<file path="src/verilog/wire_cmd_pkg.sv">
// constants and types shared by the wire command decoder
// Summary of operation
// - method value 1 selects two-wire method 3
// - two-wire: one input runs, both/none stop
// - two-wire direction change accepted any time
// - method value 2 selects three-wire method 1
// - three-wire 1: enable low forces ramp-stop
// - forward rising edge, reverse low: run forward
// - reverse rising edge, forward low: run backward
// - both low hold, both high ramp-stop
// - method value 3 selects three-wire method 2
// - standstill start edge runs per direction level
// - rotating: direction edges reverse the motor; the code does so only while start is low
// - enable low stops only while rotating
// - ignore start when rotating, direction at standstill
// - any input takes any function code
// - three-wire 1 defaults: codes 1, 2, 12
// - three-wire 2 defaults: codes 2, 1, 12
// - decode command source values 0,1,2,4,5,6
// - source resets to fieldbus or digital inputs
// - decoders act only with digital input source
// - code 12 reverse, 1 on/stop, 2 forward
package wire_cmd_pkg;

   // ----------------------------------------------------------------
   // widths
   // ----------------------------------------------------------------
   localparam int FUNC_W = 7;
   localparam int METHOD_W = 2;
   localparam int SRC_W = 3;
   localparam int NUM_FUNC_INPUTS = 4;
   localparam int SYNC_STAGES = 2;

   // ----------------------------------------------------------------
   // wiring method settings
   // ----------------------------------------------------------------
   localparam logic [METHOD_W-1:0] METHOD_FACTORY = 2'h0;
   localparam logic [METHOD_W-1:0] METHOD_TWO_WIRE_3 = 2'h1;
   localparam logic [METHOD_W-1:0] METHOD_THREE_WIRE_1 = 2'h2;
   localparam logic [METHOD_W-1:0] METHOD_THREE_WIRE_2 = 2'h3;

   // ----------------------------------------------------------------
   // command source settings
   // ----------------------------------------------------------------
   localparam logic [SRC_W-1:0] SRC_FACTORY = 3'h0;
   localparam logic [SRC_W-1:0] SRC_PANEL = 3'h1;
   localparam logic [SRC_W-1:0] SRC_DIGITAL = 3'h2;
   localparam logic [SRC_W-1:0] SRC_SERIAL_232 = 3'h4;
   localparam logic [SRC_W-1:0] SRC_SERIAL_485 = 3'h5;
   localparam logic [SRC_W-1:0] SRC_FIELDBUS = 3'h6;

   // ----------------------------------------------------------------
   // input function codes
   // ----------------------------------------------------------------
   localparam logic [FUNC_W-1:0] CODE_DISABLED = 7'h00;
   localparam logic [FUNC_W-1:0] CODE_ON_STOP = 7'h01;
   localparam logic [FUNC_W-1:0] CODE_FORWARD = 7'h02;
   localparam logic [FUNC_W-1:0] CODE_REVERSE = 7'h0c;

   // ----------------------------------------------------------------
   // default input mappings per method
   // ----------------------------------------------------------------
   localparam logic [FUNC_W-1:0] TW1_FUNC0 = CODE_ON_STOP;
   localparam logic [FUNC_W-1:0] TW1_FUNC1 = CODE_FORWARD;
   localparam logic [FUNC_W-1:0] TW1_FUNC2 = CODE_REVERSE;
   localparam logic [FUNC_W-1:0] TW1_FUNC3 = CODE_DISABLED;
   localparam logic [FUNC_W-1:0] TW2_FUNC0 = CODE_FORWARD;
   localparam logic [FUNC_W-1:0] TW2_FUNC1 = CODE_ON_STOP;
   localparam logic [FUNC_W-1:0] TW2_FUNC2 = CODE_REVERSE;
   localparam logic [FUNC_W-1:0] TW2_FUNC3 = CODE_DISABLED;

   typedef enum logic [1:0] {
      MOTION_STOP,
      MOTION_FWD,
      MOTION_REV
   } motion_t;

endpackage : wire_cmd_pkg

</file>
<file path="src/verilog/input_edge_sync.sv">
// synchroniser and previous-sample stage for the digital inputs
`timescale 1ns/100ps
module input_edge_sync #(
   parameter int N = 4
) (
   input wire logic ref_clk,
   input wire logic rst_n,
   input wire logic [N-1:0] din,
   output logic [N-1:0] level,
   output logic [N-1:0] level_prev
);

   // ----------------------------------------------------------------
   // per-input two stage synchroniser plus history flop
   // ----------------------------------------------------------------
   genvar i;
   generate
      for (i = 0; i < N; i++) begin : g_bit
         logic meta_reg;
         logic sync_reg;
         logic prev_reg;
         // the first stage feeds only the second one
         always_ff @(posedge ref_clk or negedge rst_n) begin
            if (!rst_n) begin
               meta_reg <= 1'b0;
               sync_reg <= 1'b0;
               prev_reg <= 1'b0;
            end else begin
               meta_reg <= din[i];
               sync_reg <= meta_reg;
               prev_reg <= sync_reg;
            end
         end
         assign level[i] = sync_reg;
         assign level_prev[i] = prev_reg;
      end
   endgenerate

endmodule : input_edge_sync

</file>
<file path="src/verilog/motor_wire_command_decoder.sv">
// wire method command decoder for motor run, direction and ramp-stop
`timescale 1ns/100ps
module motor_wire_command_decoder #(
   parameter int NUM_INPUTS = wire_cmd_pkg::NUM_FUNC_INPUTS,
   parameter bit HAS_FIELDBUS = 1'b1
) (
   input wire logic ref_clk,
   input wire logic resetn,
   input wire logic [NUM_INPUTS-1:0] din,
   input wire logic [wire_cmd_pkg::METHOD_W-1:0] wiring_method_select,
   input wire logic source_write,
   input wire logic [wire_cmd_pkg::SRC_W-1:0] source_wdata,
   input wire logic function_write,
   input wire logic [$clog2(NUM_INPUTS)-1:0] function_index,
   input wire logic [wire_cmd_pkg::FUNC_W-1:0] function_wdata,
   input wire logic defaults_load,
   input wire logic motor_standstill,
   output logic [wire_cmd_pkg::SRC_W-1:0] command_source_select,
   output logic [NUM_INPUTS*wire_cmd_pkg::FUNC_W-1:0] input_functions,
   output logic factory_source,
   output logic operator_panel_source,
   output logic digital_source,
   output logic serial232_source,
   output logic serial485_source,
   output logic fieldbus_source,
   output logic decoder_active,
   output logic forward_run,
   output logic backward_run,
   output logic ramp_stop,
   output logic function_missing
);

   localparam int FW = wire_cmd_pkg::FUNC_W;
   localparam int IW = $clog2(NUM_INPUTS);
   localparam logic [wire_cmd_pkg::SRC_W-1:0] SRC_RESET =
      HAS_FIELDBUS ? wire_cmd_pkg::SRC_FIELDBUS
                   : wire_cmd_pkg::SRC_DIGITAL;

   // ----------------------------------------------------------------
   // reset release
   // ----------------------------------------------------------------
   logic [wire_cmd_pkg::SYNC_STAGES-1:0] rst_pipe_reg;
   logic rst_n;

   always_ff @(posedge ref_clk or negedge resetn) begin
      if (!resetn) begin
         rst_pipe_reg <= '0;
      end else begin
         rst_pipe_reg <= {rst_pipe_reg[wire_cmd_pkg::SYNC_STAGES-2:0],
                          1'b1};
      end
   end
   assign rst_n = rst_pipe_reg[wire_cmd_pkg::SYNC_STAGES-1];

   // ----------------------------------------------------------------
   // command source setting
   // ----------------------------------------------------------------
   logic [wire_cmd_pkg::SRC_W-1:0] source_reg;

   always_ff @(posedge ref_clk or negedge rst_n) begin
      if (!rst_n) begin
         source_reg <= SRC_RESET;
      end else if (source_write) begin
         source_reg <= source_wdata;
      end
   end

   assign command_source_select = source_reg;
   // unlisted values select nothing, so no source drives the motor
   assign factory_source =
      (source_reg == wire_cmd_pkg::SRC_FACTORY);
   assign operator_panel_source =
      (source_reg == wire_cmd_pkg::SRC_PANEL);
   assign digital_source =
      (source_reg == wire_cmd_pkg::SRC_DIGITAL);
   assign serial232_source =
      (source_reg == wire_cmd_pkg::SRC_SERIAL_232);
   assign serial485_source =
      (source_reg == wire_cmd_pkg::SRC_SERIAL_485);
   assign fieldbus_source =
      (source_reg == wire_cmd_pkg::SRC_FIELDBUS);

   // ----------------------------------------------------------------
   // per-input function settings and code matching
   // ----------------------------------------------------------------
   logic [NUM_INPUTS-1:0] lvl;
   logic [NUM_INPUTS-1:0] lvl_prev;
   logic [NUM_INPUTS-1:0] match_on;
   logic [NUM_INPUTS-1:0] match_fwd;
   logic [NUM_INPUTS-1:0] match_rev;
   logic three_wire_2_sel;

   assign three_wire_2_sel =
      (wiring_method_select == wire_cmd_pkg::METHOD_THREE_WIRE_2);

   input_edge_sync #(
      .N(NUM_INPUTS)
   ) u_sync (
      .ref_clk(ref_clk),
      .rst_n(rst_n),
      .din(din),
      .level(lvl),
      .level_prev(lvl_prev)
   );

   genvar i;
   generate
      for (i = 0; i < NUM_INPUTS; i++) begin : g_func
         logic [FW-1:0] func_reg;
         logic [FW-1:0] def_tw1;
         logic [FW-1:0] def_tw2;
         always_comb begin
            case (i)
               0: begin
                  def_tw1 = wire_cmd_pkg::TW1_FUNC0;
                  def_tw2 = wire_cmd_pkg::TW2_FUNC0;
               end
               1: begin
                  def_tw1 = wire_cmd_pkg::TW1_FUNC1;
                  def_tw2 = wire_cmd_pkg::TW2_FUNC1;
               end
               2: begin
                  def_tw1 = wire_cmd_pkg::TW1_FUNC2;
                  def_tw2 = wire_cmd_pkg::TW2_FUNC2;
               end
               3: begin
                  def_tw1 = wire_cmd_pkg::TW1_FUNC3;
                  def_tw2 = wire_cmd_pkg::TW2_FUNC3;
               end
               default: begin
                  def_tw1 = wire_cmd_pkg::CODE_DISABLED;
                  def_tw2 = wire_cmd_pkg::CODE_DISABLED;
               end
            endcase
         end
         // an explicit write beats a defaults reload in the same cycle
         always_ff @(posedge ref_clk or negedge rst_n) begin
            if (!rst_n) begin
               func_reg <= (i == 0) ? wire_cmd_pkg::TW1_FUNC0 :
                           (i == 1) ? wire_cmd_pkg::TW1_FUNC1 :
                           (i == 2) ? wire_cmd_pkg::TW1_FUNC2 :
                           wire_cmd_pkg::CODE_DISABLED;
            end else if (function_write &&
                         function_index == IW'(i)) begin
               func_reg <= function_wdata;
            end else if (defaults_load) begin
               func_reg <= three_wire_2_sel ? def_tw2 : def_tw1;
            end
         end
         assign input_functions[i*FW +: FW] = func_reg;
         assign match_on[i] =
            (func_reg == wire_cmd_pkg::CODE_ON_STOP);
         assign match_fwd[i] =
            (func_reg == wire_cmd_pkg::CODE_FORWARD);
         assign match_rev[i] =
            (func_reg == wire_cmd_pkg::CODE_REVERSE);
      end
   endgenerate

   // ----------------------------------------------------------------
   // decoded command levels and edges
   // ----------------------------------------------------------------
   // several inputs with one code act as a wired OR
   logic on_lvl, on_prev, fwd_lvl, fwd_prev, rev_lvl, rev_prev;

   assign on_lvl = |(lvl & match_on);
   assign on_prev = |(lvl_prev & match_on);
   assign fwd_lvl = |(lvl & match_fwd);
   assign fwd_prev = |(lvl_prev & match_fwd);
   assign rev_lvl = |(lvl & match_rev);
   assign rev_prev = |(lvl_prev & match_rev);

   logic on_rise, fwd_rise, rev_rise, rev_fall;

   assign on_rise = on_lvl & ~on_prev;
   assign fwd_rise = fwd_lvl & ~fwd_prev;
   assign rev_rise = rev_lvl & ~rev_prev;
   assign rev_fall = ~rev_lvl & rev_prev;

   // ----------------------------------------------------------------
   // method decode
   // ----------------------------------------------------------------
   wire_cmd_pkg::motion_t state_reg, state_next;
   logic [wire_cmd_pkg::METHOD_W-1:0] method_prev_reg;
   logic active;
   logic method_known;

   assign method_known =
      (wiring_method_select != wire_cmd_pkg::METHOD_FACTORY);
   assign active = digital_source && method_known;

   always_comb begin
      state_next = state_reg;
      if (!active || wiring_method_select != method_prev_reg) begin
         // a method change mid-run stops rather than reinterpreting
         state_next = wire_cmd_pkg::MOTION_STOP;
      end else begin
         case (wiring_method_select)
            wire_cmd_pkg::METHOD_TWO_WIRE_3: begin
               // levels only, so a reversal applies at once
               if (on_lvl && !fwd_lvl) begin
                  state_next = wire_cmd_pkg::MOTION_FWD;
               end else if (fwd_lvl && !on_lvl) begin
                  state_next = wire_cmd_pkg::MOTION_REV;
               end else begin
                  state_next = wire_cmd_pkg::MOTION_STOP;
               end
            end
            wire_cmd_pkg::METHOD_THREE_WIRE_1: begin
               if (!on_lvl) begin
                  state_next = wire_cmd_pkg::MOTION_STOP;
               end else if (fwd_lvl && rev_lvl) begin
                  state_next = wire_cmd_pkg::MOTION_STOP;
               end else if (fwd_rise && !rev_lvl) begin
                  state_next = wire_cmd_pkg::MOTION_FWD;
               end else if (rev_rise && !fwd_lvl) begin
                  state_next = wire_cmd_pkg::MOTION_REV;
               end else begin
                  state_next = state_reg;
               end
            end
            wire_cmd_pkg::METHOD_THREE_WIRE_2: begin
               if (motor_standstill) begin
                  // direction edges and low enable do nothing here
                  if (fwd_lvl && on_rise) begin
                     state_next = rev_lvl ? wire_cmd_pkg::MOTION_REV
                                          : wire_cmd_pkg::MOTION_FWD;
                  end
               end else if (!fwd_lvl) begin
                  state_next = wire_cmd_pkg::MOTION_STOP;
               end else if (!on_lvl &&
                            state_reg != wire_cmd_pkg::MOTION_STOP) begin
                  // start edges are not looked at while rotating
                  if (rev_rise) begin
                     state_next = wire_cmd_pkg::MOTION_REV;
                  end else if (rev_fall) begin
                     state_next = wire_cmd_pkg::MOTION_FWD;
                  end
               end
            end
            default: begin
               state_next = wire_cmd_pkg::MOTION_STOP;
            end
         endcase
      end
   end

   // ----------------------------------------------------------------
   // motion state
   // ----------------------------------------------------------------
   always_ff @(posedge ref_clk or negedge rst_n) begin
      if (!rst_n) begin
         state_reg <= wire_cmd_pkg::MOTION_STOP;
      end else begin
         state_reg <= state_next;
      end
   end

   always_ff @(posedge ref_clk or negedge rst_n) begin
      if (!rst_n) begin
         method_prev_reg <= wire_cmd_pkg::METHOD_FACTORY;
      end else begin
         method_prev_reg <= wiring_method_select;
      end
   end

   // ----------------------------------------------------------------
   // registered command outputs
   // ----------------------------------------------------------------
   logic active_reg, fwd_reg, bwd_reg, stop_reg, missing_reg;
   logic missing_next;

   always_comb begin
      case (wiring_method_select)
         wire_cmd_pkg::METHOD_TWO_WIRE_3: begin
            missing_next = !(|match_on) || !(|match_fwd);
         end
         wire_cmd_pkg::METHOD_THREE_WIRE_1,
         wire_cmd_pkg::METHOD_THREE_WIRE_2: begin
            missing_next = !(|match_on) || !(|match_fwd) ||
                           !(|match_rev);
         end
         default: begin
            missing_next = 1'b0;
         end
      endcase
   end

   always_ff @(posedge ref_clk or negedge rst_n) begin
      if (!rst_n) begin
         active_reg <= 1'b0;
         fwd_reg <= 1'b0;
         bwd_reg <= 1'b0;
         stop_reg <= 1'b0;
      end else begin
         // another source owns the motor when this one is inactive
         active_reg <= active;
         fwd_reg <= active &&
                    state_next == wire_cmd_pkg::MOTION_FWD;
         bwd_reg <= active &&
                    state_next == wire_cmd_pkg::MOTION_REV;
         stop_reg <= active &&
                     state_next == wire_cmd_pkg::MOTION_STOP;
      end
   end

   always_ff @(posedge ref_clk or negedge rst_n) begin
      if (!rst_n) begin
         missing_reg <= 1'b0;
      end else begin
         missing_reg <= missing_next;
      end
   end

   assign decoder_active = active_reg;
   assign forward_run = fwd_reg;
   assign backward_run = bwd_reg;
   assign ramp_stop = stop_reg;
   assign function_missing = missing_reg;

endmodule : motor_wire_command_decoder

</file>
<file path="config.mk">
export PLATFORM = sky130hd
export DESIGN_NAME = motor_wire_command_decoder
export DESIGN_NICKNAME = d
export VERILOG_FILES = /design/src/verilog/wire_cmd_pkg.sv /design/src/verilog/input_edge_sync.sv /design/src/verilog/motor_wire_command_decoder.sv
export SDC_FILE = /design/constraint.sdc
export NUM_CORES = 1
export LEC_CHECK = 0
export ABC_AREA = 0
export BUFFER_PORTS_ARGS = -buffer_cell sky130_fd_sc_hd__buf_4
export CAP_MARGIN = 20
export CELL_PAD_IN_SITES_DETAIL_PLACEMENT = 1
export CELL_PAD_IN_SITES_GLOBAL_PLACEMENT = 2
export CORE_MARGIN = 5
export CORE_UTILIZATION = 36
export CTS_CLUSTER_DIAMETER = 120
export DETAILED_ROUTE_END_ITERATION = 10
export GPL_TIMING_DRIVEN = 0
export PLACE_DENSITY_LB_ADDON = 0.1
export SYNTH_ARGS = -nofsm -noshare
export SYNTH_HDL_FRONTEND = slang
export SYNTH_SLANG_ARGS = --single-unit
</file>
<file path="constraint.sdc">
create_clock -name ref_clk -period 2.9 [get_ports ref_clk]
set_input_delay 0.145 -clock ref_clk [delete_from_list [all_inputs] [get_ports ref_clk]]
set_output_delay 0.145 -clock ref_clk [all_outputs]
set_load 0.05 [all_outputs]
</file>
==> results.sh <==
export IMPL_fmax_ghz=0.370
export IMPL_worstSkewPairLatency_ns=0.31
export IMPL_die_w_microns=96.9
export IMPL_ys_seq_elements=54
export IMPL_fin_crit_sh=0.933
export IMPL_hold_path_depth=3
export IMPL_ant_nets=0
export IMPL_place_detailed_hpwl_microns=6050
export IMPL_syn_area_per_cell_sq_um=10.5
export IMPL_worstMarginPinSlew_ns=0.610
export IMPL_setup_violations=0
export IMPL_dr_total_vias=2377
export IMPL_grt_pass1_vias=2503
export IMPL_cp_start_kind="register"
export IMPL_drv_cap=0
export IMPL_hold_viol=0
export IMPL_synth_edf_count=0
export IMPL_reg2regPathDepth=8
export IMPL_async_reset_ff_frac=1.00
export IMPL_n_antenna_cell=0
export IMPL_tns_ns=0
export IMPL_antenna_found_initial=0
export IMPL_drv_slew=0
export IMPL_yosys_warnings=0
export IMPL_grt_use_met2=0.297
export IMPL_start_util=0.373
export IMPL_htreeDepth=2
export IMPL_wire_per_inst_microns=17.9
export IMPL_cp_data_required_time_ns=3.12
export IMPL_area_growth_pct=30.7
export IMPL_min_period_ns=2.71
export IMPL_gp_congestion=0.869
export IMPL_rows=31
export IMPL_rsz0062_at_grt="no"
export IMPL_cts_tree="built"
export IMPL_final_area_sq_um=3560
export IMPL_grt_usage=0.175
export IMPL_pin_count=66
export IMPL_path_max_fanout=8
export IMPL_layout_drive_gt1_share=0.339
export IMPL_seq_area_frac_synth=0.500
export IMPL_grt_first_pass_wirelength_microns=13300
export IMPL_cts_buffer_depth=2
export IMPL_endpoint_kind="register"
export IMPL_p_leak_nw=1.63
export IMPL_nNetsFinal=362
export IMPL_syn_nets=282
export IMPL_grt_overflow=0
export IMPL_clk_pin_slew_ns=0.10
export IMPL_largest_reg_flops=28
export IMPL_dr_pass1_iters=4
export IMPL_hp_class="input port to register"
export IMPL_setup_worst_path_class="register to register"
export IMPL_die_h_microns=96.9
export IMPL_drt_wl_total_microns=7840
export IMPL_timing_slew_headroom=0.593
export IMPL_netlist_instances=258
export IMPL_cp_arrival_ns=2.92
export IMPL_p_per_area_nw_per_um2=514
export IMPL_total_power_mw=1.83
export IMPL_io_buffers=65
export IMPL_drcViolationCount=0
export IMPL_use_met1=0.224
export IMPL_ir_worst_vdd_uv=242
export IMPL_status="finished clean"
export IMPL_synth_main_ff_cell="dfrtp_1"
export IMPL_synth_cell_area_sq_um=2720
export IMPL_cts_setup_buffers=0
export IMPL_die_area_sq_um=9390
export IMPL_clock_root_buffer="clkbuf_8"
export IMPL_place_area_sq_um=3350
export IMPL_clkSinkCount=54
export IMPL_synth_distinct_cells=66
export IMPL_finClkSkew_ns=0.00892
export IMPL_routed_via_density=5.43
export IMPL_numCtsBuffers=5
export IMPL_grt_max_degree=35
export IMPL_grt_busiest_layer="met2"
export IMPL_drtIter0Drc=51
export IMPL_fillers=864
export IMPL_core_area_sq_um=7290
export IMPL_use_met3=0.0360
cell usage in the layout, fill, tap and decap left out, types with 2 or more instances in the layout:
master         netlist  routed
and4b_2              2       2
nor4_2               1       3
o21ai_0             13      13
nand3b_1            18      18
nor4b_1              4       3
dfstp_2              6       6
dlygate4sd3_1        0       7
nor3b_1              4       4
and3_1               3       3
nand2b_1             7       7
nor4b_2              2       3
clkinvlp_4           0       2
inv_1                2       2
nand3_1              4       4
a211oi_1             2       2
clkbuf_1             7       7
a31oi_1              3       3
or4bb_1              2       2
and3_2               2       2
nor2_1               7       7
and4b_1              2       2
nand4b_1             2       2
clkbuf_8             1       6
and3b_1              3       3
mux2_2               3       3
o41ai_1              2       2
or4b_1               3       3
a21o_1               2       2
a221o_1              2       2
nor3_1               7       7
nand2_1             51      51
a221o_2              4       4
o22ai_1              3       3
dfrtp_1             48      47
buf_4                0      65
a221oi_2             2       2
path summary, 6_finish.rpt:
| path | start | endpoint | slack, ns |
|---|---|---|---|
| max | g_func[0].func_reg[5]$_DFFE_PN0P_ | forward_run$_DFF_PN0_ | 0.19 |
| min | function_wdata[2] | g_func[2].func_reg[2]$_DFFE_PN1P_ | 0.06 |
| max reg2reg | g_func[0].func_reg[5]$_DFFE_PN0P_ | forward_run$_DFF_PN0_ | 0.19 |
| min reg2reg | rst_pipe_reg[1]$_DFF_PN0_ | g_func[3].func_reg[1]$_DFFE_PN0P_ | 0.22 |
| max in group asynchronous | rst_pipe_reg[1]$_DFF_PN0_ | g_func[2].func_reg[3]$_DFFE_PN1P_ | 2.07 |
| min in group asynchronous | resetn | rst_pipe_reg[0]$_DFF_PN0_ | 0.13 |
per-stage QoR:
stage / hold slack [ns] / instances / setup slack [ns] / utilization
after detailed placement: -0.0693 / 423 / 0.0981 / 0.460
after global placement: -0.0708 / 422 / 0.123 / 0.457
after global routing: 0.0484 / 438 / 0.00845 / 0.488
after CTS: 0.0525 / 438 / 0.0440 / 0.485
final: 0.0581 / 438 / 0.195 / 0.488
after floorplan: -0.151 / 258 / 0.128 / -
synthesized netlist by cell type, drive strengths merged, types with 5 or more instances:
| master | instances | share of area |
|---|---|---|
| clkbuf | 8 | 0.015 |
| a221o | 6 | 0.024 |
| dfrtp | 48 | 0.44 |
| o21ai | 14 | 0.026 |
| nand2b | 7 | 0.016 |
| nor3 | 7 | 0.013 |
| and3 | 5 | 0.012 |
| nor2 | 7 | 0.0097 |
| dfstp | 6 | 0.058 |
| nand2 | 52 | 0.073 |
| nand3b | 18 | 0.050 |
| nor4b | 6 | 0.024 |
routing by layer:
metal | up-vias | routed length [microns]
li1 | 1127 | -
met1 | 1191 | 3490
met2 | 49 | 3930
met3 | 10 | 268
met4 | 0 | 150
met5 | - | 0
cell families (layout without fill, tap and decap cells):
kind of cell	Yosys count	in the layout	share of synthesized area
XOR/XNOR	1	1	0.00322
buffers and inverters	11	92	0.0216
flip-flops	54	54	0.500
AND/OR/NAND/NOR	137	137	0.305
other	1	1	0.00138
multiplexers	4	4	0.0161
AO/OA/AOI/OAI	50	50	0.153
final cells by class:
type | count | area (sq um) | share of cell area
tap | 99 | 124 | 0.0348
timing repair buffer | 73 | 578 | 0.163
sequential | 54 | 1360 | 0.382
inverter | 2 | 7.51 | 0.00211
buffer | 9 | 51.3 | 0.0144
clock inverter | 3 | 45.0 | 0.0127
multi-input combinational | 193 | 1320 | 0.372
clock buffer | 5 | 68.8 | 0.0194
worst max-delay path, stage by stage, from the launching register on:
cell and delay, ns:
dfrtp_1 0.50, or4b_1 0.60, o22ai_2 0.19, a221oi_2 0.11, a2111oi_4 0.33, mux2i_1 0.15
o32ai_2 0.34, nand2_2 0.11, nor4_2 0.28
timing repair:
action | 4_1_cts | 5_1_grt
setup endpoints to repair | 0 | 2
resized for setup | 0 | 3
hold endpoints to repair | 8 | 0
hold buffers | 7 | 0
where the power goes:
part | internal [mW] | total [mW] | switching, mW | leakage, nW
registers | 0.803 | 0.865 | 0.0619 | 0.677
logic | 0.169 | 0.453 | 0.283 | 0.900
clock network | 0.257 | 0.511 | 0.254 | 0.0504
(Power assumes the default switching activity.)
